==> config.mk <==
export PLATFORM = sky130hd
export DESIGN_NAME = keypad_level_interrupt
export DESIGN_NICKNAME = d
export VERILOG_FILES = /design/src/inc/keypad_pkg.sv /design/src/keypad_level_interrupt.sv /design/src/keypad_detect.sv /design/src/keypad_regs.sv
export SDC_FILE = /design/constraint.sdc
export NUM_CORES = 1
export LEC_CHECK = 0
export ABC_AREA = 1
export BUFFER_PORTS_ARGS = -buffer_cell sky130_fd_sc_hd__buf_2
export CAP_MARGIN = 0
export CORE_MARGIN = 2
export CORE_UTILIZATION = 30
export DETAILED_ROUTE_END_ITERATION = 8
export PLACE_DENSITY = 0.5
export SLEW_MARGIN = 0
export SYNTH_ARGS = -nofsm -noshare
export SYNTH_HDL_FRONTEND = slang
export SYNTH_SLANG_ARGS = --single-unit
==> constraint.sdc <==
create_clock -name I_SYS_CLK -period 1.6 [get_ports I_SYS_CLK]
set_clock_uncertainty 0.2 [all_clocks]
set_input_delay 0.32 -clock I_SYS_CLK [delete_from_list [all_inputs] [get_ports I_SYS_CLK]]
set_output_delay 0.32 -clock I_SYS_CLK [all_outputs]
set_load 0.1 [all_outputs]
==> src/inc/keypad_pkg.sv <==
// Keypad interrupt constants, types and operation summary
// Operation
// - Eight keypad inputs on port one, each interrupting on a chosen level.
// - A qualifying level on any enabled keypad input wakes core from idle and power-down.
// - Eight lines are separate sources merged into one request, one vector.
// - Global enable bit gates the merged request; cleared means no interrupt.
// - Each line follows its level-select bit; detection sets its own flag.
// - A flag feeds the merged request only when its mask bit allows it.
// - Hardware sets a flag while its line shows the programmed level.
// - Software read of flag register at 9Eh clears the flags whose lines no longer show their level.
// - Flag register reads zero after reset.
// - Masking allows one to eight row matrices; other lines stay quiet.
// - Level select at 9Ch resets zero; zero means low, one means high.
// - Line enable at 9Dh resets zero; set bit lets flag raise request.
package keypad_pkg;
  localparam int LINES = 8;
  localparam logic [7:0] LEVEL_SELECT_ADDR = 8'h9c;
  localparam logic [7:0] LINE_ENABLE_ADDR = 8'h9d;
  localparam logic [7:0] LINE_FLAGS_ADDR = 8'h9e;
  localparam logic [7:0] LINE_RESET = 8'h00;

  // Register access strobe bundle from the core
  typedef struct packed {
    logic rd;
    logic wr;
    logic [7:0] addr;
    logic [7:0] wdata;
  } reg_req_type;

  // Per-line configuration
  typedef struct packed {
    logic [7:0] level_select;
    logic [7:0] line_enables;
  } line_cfg_type;
endpackage

==> src/keypad_level_interrupt.sv <==
// Keypad level interrupt top with register port
`timescale 1ns/100ps
module keypad_level_interrupt
  import keypad_pkg::*;
(
  input wire logic I_SYS_CLK,
  input wire logic I_RSTN,
  input wire logic I_CE,
  input wire logic [7:0] I_FIRST_IO_PORT,
  input wire logic I_KEYPAD_GLOBAL_IRQ_ENABLE,
  input wire logic I_RD,
  input wire logic I_WR,
  input wire logic [7:0] I_ADDR,
  input wire logic [7:0] I_WDATA,
  output logic [7:0] O_RDATA,
  output logic O_KEYPAD_IRQ_REQUEST,
  output logic O_WAKE
);
  typedef struct packed {
    line_cfg_type cfg;
    logic [7:0] rdata;
    logic irq;
    logic wake;
  } state_type;
  state_type st_r;
  state_type st_nxt;
  reg_req_type req;
  logic [7:0] hit;
  logic [7:0] flags;
  logic flag_read;

  // ------------------------------------------------------------
  // Helpers
  // ------------------------------------------------------------
  // Register select: a strobe aimed at one fixed register address
  function automatic logic reg_sel(input logic strobe,
                                   input logic [7:0] addr,
                                   input logic [7:0] target);
    reg_sel = strobe && (addr == target);
  endfunction

  // ------------------------------------------------------------
  // Decode
  // ------------------------------------------------------------
  assign req = '{rd: I_RD, wr: I_WR, addr: I_ADDR, wdata: I_WDATA};
  assign flag_read = reg_sel(req.rd, req.addr, LINE_FLAGS_ADDR);

  keypad_detect #(.WIDTH(LINES)) u_detect (
    .i_lines(I_FIRST_IO_PORT),
    .i_level_select(st_r.cfg.level_select),
    .o_hit(hit)
  );

  keypad_regs #(.WIDTH(LINES)) u_regs (
    .clk(I_SYS_CLK),
    .rst_n(I_RSTN),
    .ce(I_CE),
    .i_hit(hit),
    .i_clear(flag_read),
    .o_flags(flags)
  );

  // ------------------------------------------------------------
  // Next state
  // ------------------------------------------------------------
  always_comb begin
    st_nxt = st_r;
    if (reg_sel(req.wr, req.addr, LEVEL_SELECT_ADDR)) begin
      st_nxt.cfg.level_select = req.wdata;
    end
    if (reg_sel(req.wr, req.addr, LINE_ENABLE_ADDR)) begin
      st_nxt.cfg.line_enables = req.wdata;
    end
    st_nxt.rdata = st_r.rdata;
    if (req.rd) begin
      case (req.addr)
        LEVEL_SELECT_ADDR: st_nxt.rdata = st_r.cfg.level_select;
        LINE_ENABLE_ADDR: st_nxt.rdata = st_r.cfg.line_enables;
        LINE_FLAGS_ADDR: st_nxt.rdata = flags;
        default: st_nxt.rdata = 8'h00;
      endcase
    end
    // Masked flags merged onto one request
    st_nxt.irq = I_KEYPAD_GLOBAL_IRQ_ENABLE &&
                 |(flags & st_r.cfg.line_enables);
    // Wake on any enabled line showing its level
    st_nxt.wake = |(hit & st_r.cfg.line_enables);
  end

  always_ff @(posedge I_SYS_CLK) begin
    if (!I_RSTN) begin
      st_r <= '{cfg: '{level_select: LINE_RESET, line_enables: LINE_RESET},
                rdata: 8'h00, irq: 1'b0, wake: 1'b0};
    end else if (I_CE) begin
      st_r <= st_nxt;
    end
  end

  assign O_RDATA = st_r.rdata;
  assign O_KEYPAD_IRQ_REQUEST = st_r.irq;
  assign O_WAKE = st_r.wake;
endmodule

==> src/keypad_detect.sv <==
// Per-line level detection for keypad inputs
`timescale 1ns/100ps
module keypad_detect
  import keypad_pkg::*;
#(
  parameter int WIDTH = LINES
) (
  input wire logic [WIDTH-1:0] i_lines,
  input wire logic [WIDTH-1:0] i_level_select,
  output logic [WIDTH-1:0] o_hit
);
  // Match each line against its selected level
  always_comb begin
    o_hit = ~(i_lines ^ i_level_select);
  end
endmodule

==> src/keypad_regs.sv <==
// Flag register with read-to-clear and set priority
`timescale 1ns/100ps
module keypad_regs
  import keypad_pkg::*;
#(
  parameter int WIDTH = LINES
) (
  input wire logic clk,
  input wire logic rst_n,
  input wire logic ce,
  input wire logic [WIDTH-1:0] i_hit,
  input wire logic i_clear,
  output logic [WIDTH-1:0] o_flags
);
  typedef struct packed {
    logic [WIDTH-1:0] flags;
  } state_type;
  state_type st_r;
  state_type st_nxt;

  // Set wins over read clear
  always_comb begin
    st_nxt = st_r;
    if (i_clear) begin
      st_nxt.flags = '0;
    end
    st_nxt.flags = st_nxt.flags | i_hit;
  end

  always_ff @(posedge clk) begin
    if (!rst_n) begin
      st_r <= '0;
    end else if (ce) begin
      st_r <= st_nxt;
    end
  end
  assign o_flags = st_r.flags;
endmodule

Word-level counts from Yosys, hierarchy flattened. Cells that the tools add are included.

Bits in registers: 34. Input port bits: 30. Output and inout port bits: 10. Logic and storage cells: 25.

Eq/ne operators: 3. Mux-type cells: 2. Bitwise gates (word level): 5. Reduce and logical (&&, ||, !) cells: 9.

Operator list (count): $eq A8 B8 Y1 const B (3); $pmux W8 S3 (1); $and A8 B8 Y8 (2); $reduce_or A8 Y1 (2); $mux W8 (1); $not A8 Y8 (1); $or A8 B8 Y8 (1); $xor A8 B8 Y8 (1); $reduce_and A2 Y1 (3); $logic_and A1 B1 Y1 (4).

Depth between registers and ports, before layout. Gate-level depths: netlist of run 1.

Depth in word-level cells: 4. Mapped depth: 8. Depth with buffers taken out: 8.

Cells and area by module. A second synthesis of run 1 with hierarchy kept.

Cells, all modules: 281. Area total of the unflattened synthesis: 1880.6 um^2.

Modules (own cells, without submodules): keypad_level_interrupt (times used 1, cells each 206, area an instance 1435.1 um^2, seq. area each 520.5 um^2); keypad_regs (times used 1, cells each 35, area an instance 295.3 um^2, seq. area each 160.2 um^2); keypad_detect (times used 1, cells each 40, area an instance 150.1 um^2, seq. area each 0.0 um^2).

Least setup slack after synthesis of run 1. Ideal clock, no wire load.

Kind: register to register. From: reg, netlist name O_WAKE. To: reg st_r (netlist bit O_WAKE). Setup time: 0.056 ns. Arrival: 1.226 ns. Required time: 1.344 ns. Path slack: 0.118 ns. Stages on the path, launching flop included: 5. Buffers on the path: 0. Clock period less this slack: 1.482 ns. Path through: dfxtp_1 -> nor2_1 -> nor2_1 -> nand2_1 -> inv_1.

RTL lines: to (signal assigned) (RTL line keypad_level_interrupt.sv:92) `st_r <= '{cfg: '{level_select: LINE_RESET, line_enables: LINE_RESET},`; to (signal assigned) (RTL line keypad_level_interrupt.sv:95) `st_r <= st_nxt;`; to (decl) (RTL line keypad_level_interrupt.sv:25) `state_type st_r;`.

Final worst setup path of run 1.
From: reg st_r (netlist bit O_RDATA[4]). To: out O_RDATA[4].

RTL lines: to (decl) (RTL line keypad_level_interrupt.sv:15) `output logic [7:0] O_RDATA,`.

No word-level cell between the ends.

==> results of run 1 <==
-- sequential cells by signal (all words and copies together) (netlist names) --
register              cells
st_r                     16
O_KEYPAD_IRQ_REQUEST      1
O_RDATA                   8
O_WAKE                    1
u_regs.o_flags            8
-- metal layers --
metal | GRT usage, % | vias up | part of all wire, %
met5 | 0 | - | 0
met4 | 4.00 | 0 | 0.48
met3 | 3.85 | 2 | 4.2
met2 | 23.1 | 31 | 47
met1 | 18.8 | 725 | 48
li1 | - | 905 | -
-- kinds of logic after synthesis --
kind of cell / synth area share, %
xor+xnor: 3.35
compound gates: 7.39
flops: 37.2
buf+inv: 10.5
simple gates: 41.5
-- layout by cell type (no fill, tap or decap), drive strengths merged --
cell type	Yosys	routed
clkbuf	1	7
nand3	36	36
dfxtp	34	34
a21oi	17	17
nand4	3	3
inv	20	20
xor2	1	1
o21ai	10	10
buf	14	50
xnor2	6	6
nor2	42	42
nand2	77	77
-- power by group through the flow --
stage | Sequential [mW] | Combinational, mW | Clock [mW]
2_1_floorplan | 0.909 | 0.0913 | 0
3_3_place_gp | 0.897 | 0.198 | 0
4_1_cts | 0.878 | 0.199 | 0.612
6_report | 0.878 | 0.196 | 0.590
5_1_grt | 0.879 | 0.214 | 0.650
3_5_place_dp | 0.897 | 0.198 | 0
-- path summary, 6_finish.rpt --
| kind | slack [ns] | cells after the start | startpoint | endpoint |
|---|---|---|---|---|
| max reg2reg | 0.33 | 7 | st_r[23] | O_WAKE |
| min | 0.08 | 3 | I_WDATA[2] | st_r[20] |
| min reg2reg | 0.26 | 2 | O_RDATA[3] | O_RDATA[3] |
| max | 0.05 | 1 | O_RDATA[4] | O_RDATA[4] |
-- through the flow --
stage               hold slack [ns]  cells
floorplan                     0.246    261
global placement              0.252    371
detailed placement            0.251    371
CTS                          0.0731    378
global route                 0.0836    378
finish                       0.0814    378
-- cell type report --
cell class | instances | area, sq um | area share (%)
multi-input cells | 192 | 956 | 41.9
clock buffers | 7 | 76.3 | 3.35
inverters | 20 | 77.6 | 3.40
repair buffers | 50 | 395 | 17.3
well taps | 75 | 93.8 | 4.12
flip-flops and latches | 34 | 681 | 29.9
==> results.md, run 1 <==
* Status: completed
* Fin. Hold Viols at 0
* Syn Nets at 291
* Critical path's slowest cell: buf_2
* Initial DRC count at 108
* Chip height at 82.1 um
* Flip-flop and latch count after synthesis at 34
* CP Data Arrival Time at 1.03 ns
* Pwr Total at 1.66 mW
* Residual DRC at 0
* Vias per cell at 4.40
* Logic pwr share at 11.8%
* Most common cell in the netlist: nand2_1
* Die width at 82.1 um
* Clock tree root driver cell: clkbuf_8
* Commonest cells in the netlist: 69 x nand2_1, 37 x nor2_1, 35 x nand3_1
* Mapped cell area at 1830 sq um
* HP Class: in -> reg
* GPL Wtd Cong at 0.802
* Most used DFF post-synth: dfxtp_1
* Relative slew slack at 67.9%
* Post-synth cell types at 23
* Fmax at 644 MHz
* Post-synth top area cell: dfxtp_1
* DP HPWL at 3.52 mm
* Minimum clock period at 1.55 ns
* Largest net degree at the start of global routing at 18
* P_int at 1.24 mW
* Crit Path Max Fanout at 2
* DRT Pass-1 Iters at 4
* Worst slew pin tran at 0.485 ns
* Final Max Slew Viols at 0
* FILL cells at 660
* Post-CTS Repair Setup Buffers at 0
* Vias in the first global route at 1521
* Core Region at 5920 sq um
* TNS Setup at 0 ns
* Leak at 1.10 nW
* Switching Share at 25.2%
* Max-Cap Viols at 0
* H-tree depth at 2
* Number of synthesized flops with an enable pin at 0
* Clk slew on worst S/H paths at 0.07 ns
* GR Overflow Total at 0
* Antenna violations before repair at 0
* Setup violations, final at 0
* Post-Syn Instances at 261
* RSZ-0062 raised after global routing: false
* Fin util at 38.5%
* Worst skew pair latency at 0.28 ns
* Final worst slack at 0.0461 ns
* Pre-CTS setup slack at 0.0371 ns
* DP Area at 2200 sq um
* Area growth from synthesis to layout at 24.6%
* Layout cells sized above 1 at 25.1%
* Crit path max-delay family: buffers and inverters
* Synth area leaders: dfxtp_1 37%, nand2_1 14%, nand3_1 9.6%
* CP Class: reg -> out
* Peak supply drop at 335 uV
* CTS Sinks at 34
* CTS tree: built
* CTS max path bufs at 2
* Largest stage delay, worst path at 0.42 ns
* Post_cts resized at 0
* Critical path, cell by cell: buf_2
* Share of Yosys cell area claimed by the top area cell type at 37.2%
* CP required at 1.08 ns
* Antenna Nets Post-Route at 0
* Pwr dens at 730 nW/um^2
* Async SR Flop Fraction at 0%
* Power share of the clock group at 35.5%
* Number of I/O port buffers at 39
* Starting Density at 30.9%
* Final Cell Area at 2280 sq um
* Sequential group share of total power at 52.8%
* First-pass GRT wire length at 7.21 mm
* Average size of a mapped cell at 7.01 sq um
* Die ar. at 6740 sq um
* GRT Util Overall at 14.3%
* Inserted Diodes at 0
* Psw at 420 uW
* # hold bufs at CTS at 0
* CP bufs+invs at 1
* Worst setup EP type: primary output
* # IOs at 40
* Rows at 28
* CTS Buf Count at 5
* Seq/Total Area, Yosys at 37.2%
* Synth warn at 0
* Vias at 1663
* Detailed Route WL at 4.42 mm
* CP Launch Type: flop
* Routed WL per cell at 11.7 um
* Final #Nets at 333
* Tcrit/Tclk final at 97.1%
No activity file was read; power rests on OpenSTA's default activity.
==> inputs of run 2 (changes only) <==
--- a/config.mk
+++ b/config.mk
@@ -9,9 +9,10 @@
 export BUFFER_PORTS_ARGS = -buffer_cell sky130_fd_sc_hd__buf_2
 export CAP_MARGIN = 0
 export CORE_MARGIN = 2
-export CORE_UTILIZATION = 30
+export CORE_UTILIZATION = 56
+export CTS_BUF_LIST = sky130_fd_sc_hd__clkbuf_8
 export DETAILED_ROUTE_END_ITERATION = 8
-export PLACE_DENSITY = 0.5
+export PLACE_DENSITY = 0.82
 export SLEW_MARGIN = 0
 export SYNTH_ARGS = -nofsm -noshare
 export SYNTH_HDL_FRONTEND = slang
==> results.md, run 2 (synthesis gave the netlist of run 1 again) <==
* Status: completed
* Top Layer Used: met4
* M1 WL at 1.83 mm (-14%)
* Vias per cell at 4.89 (+11%)
* Met3 routed WL at 238 um (+29%)
* DP HPWL at 2.97 mm (-15%)
* DRT Pass-1 Iters at 4 (unchanged)
* Inserted Diodes at 0 (unchanged)
* Final Cell Area at 2140 sq um (-5.9%)
* GRT Util Overall at 24.4% (+10 points)
* R2R depth at 7 (unchanged)
* # hold bufs at CTS at 0 (unchanged)
* Met2 wire length at 1.74 mm (-16%)
* Post-CTS Repair Setup Buffers at 0 (unchanged)
* Chip height at 61.2 um (-25%)
* Clk slew on worst S/H paths at 0.07 ns (about the same)
* Core Region at 3080 sq um (-48%)
* Die width at 61.2 um (-25%)
* Critical path's slowest cell: buf_2
* Worst skew pair latency at 0.29 ns (about the same)
* Routed WL per cell at 11.3 um (-3.6%)
* Setup violations, final at 0 (unchanged)
* Area growth from synthesis to layout at 17.2%
* Residual DRC at 0 (unchanged)
* Clock tree root driver cell: clkbuf_8
* CP bufs+invs at 1 (unchanged)
* Largest net degree at the start of global routing at 18 (unchanged)
* CTS tree: built
* Number of I/O port buffers at 39 (unchanged)
* CTS max path bufs at 2 (unchanged)
* Vias in the first global route at 1490 (-2.0%)
* CP Class: reg -> out
* CP required at 1.08 ns (about the same)
* RSZ-0062 raised after global routing: false
* Critical path, cell by cell: buf_2
* Register bank with the most flops: st_r
* Rows at 20 (-29%)
* Initial DRC count at 53 (-51%)
* Worst slew pin tran at 0.483 ns (-0.00178 ns)
* # IOs at 40 (unchanged)
* Tcrit/Tclk final at 98.1% (+1.0 points)
* Minimum clock period at 1.57 ns (+0.0163 ns)
* Crit path max-delay family: buffers and inverters
* Starting Density at 59.4% (+29 points)
* First-pass GRT wire length at 6.69 mm (-7.2%)
* WP depth at 1 (unchanged)
* Fmax at 637 MHz (-1.0%)
* HP Class: in -> reg
* Detailed Route WL at 3.88 mm (-12%)
* CP Launch Type: flop
* Antenna violations before repair at 0 (unchanged)
* Crit Path Max Fanout at 2 (unchanged)
* Antenna Nets Post-Route at 0 (unchanged)
* Vias at 1686 (+1.4%)
* Commonest non-fill, non-tap cell in the layout: nand2_1
* Pwr Total at 1.68 mW (+1.1%)
* Fin. Hold Viols at 0 (unchanged)
* Hold Path Cell Cnt at 3 (unchanged)
* CP Data Arrival Time at 1.05 ns (+0.02 ns)
* Final #Nets at 332 (-0.30%)
* Layout cells sized above 1 at 25.2% (+0.17 points)
* Worst setup EP type: primary output
* Relative slew slack at 68.0% (+0.12 points)
* Leak at 1.07 nW (-2.1%)
* Die ar. at 3740 sq um (-44%)
* GPL Wtd Cong at 0.846 (+5.5%)
* Most frequent cells in the layout: 69 x nand2_1, 37 x nor2_1, 35 x nand3_1, 35 x buf_2, 34 x dfxtp_1
* TNS Setup at 0 ns (unchanged)
* DP Area at 2050 sq um (-6.8%)
* CTS Buf Count at 5 (unchanged)
* Largest stage delay, worst path at 0.42 ns (about the same)
* Max reg flops at 16 (unchanged)
* Max-Cap Viols at 0 (unchanged)
* GR Overflow Total at 0 (unchanged)
* Final Max Slew Viols at 0 (unchanged)
* Post_cts resized at 0 (unchanged)
* Pwr dens at 785 nW/um^2 (+7.5%)
* CTS Sinks at 34 (unchanged)
* H-tree depth at 2 (unchanged)
* Peak supply drop at 547 uV (+63%)
run 2: per-stage QoR:
stage	instances	hold WS, ns	util [%]	worst slack, ns
after floorplan	261	0.246	-	0.118
after global placement	339	0.251	66.7	0.0675
after detailed placement	339	0.250	66.7	0.0495
after CTS	345	0.0695	69.4	0.0245
after global routing	345	0.0798	69.7	0.000179
final	345	0.0751	69.7	0.0298
run 2: path summary, 6_finish.rpt:
path	start	endpoint	slack [ns]
setup / recovery	O_RDATA[6]	O_RDATA[6]	0.03
hold / removal	I_WDATA[5]	st_r[15]	0.08
setup reg to reg	st_r[19]	O_WAKE	0.36
hold reg to reg	O_RDATA[1]	O_RDATA[1]	0.26
run 2: worst min-delay path: cells and delay by family:
family / cells / cell delay [ns]
buffers and inverters: 1 / 0.09
AND/OR/NAND/NOR: 2 / 0.12
run 2: layer usage:
layer / up-vias / global-route usage [%]
li1: 904 / -
met1: 729 / 33.1
met2: 45 / 37.8
met3: 8 / 6.30
met4: 0 / 8.39
met5: - / 0
run 2: cell type report:
cell class              count  area [sq um]
clock buffers               6          82.6
fillers                   310           933
inverters                  20          77.6
multi-input cells         192           956
flip-flops and latches     34           681
well taps                  44          55.1
repair buffers             49           293
run 2: report_power, final:
group,switching (mW),internal (mW)
combinational,0.111,0.0721
clock,0.291,0.331
sequential,0.0136,0.864
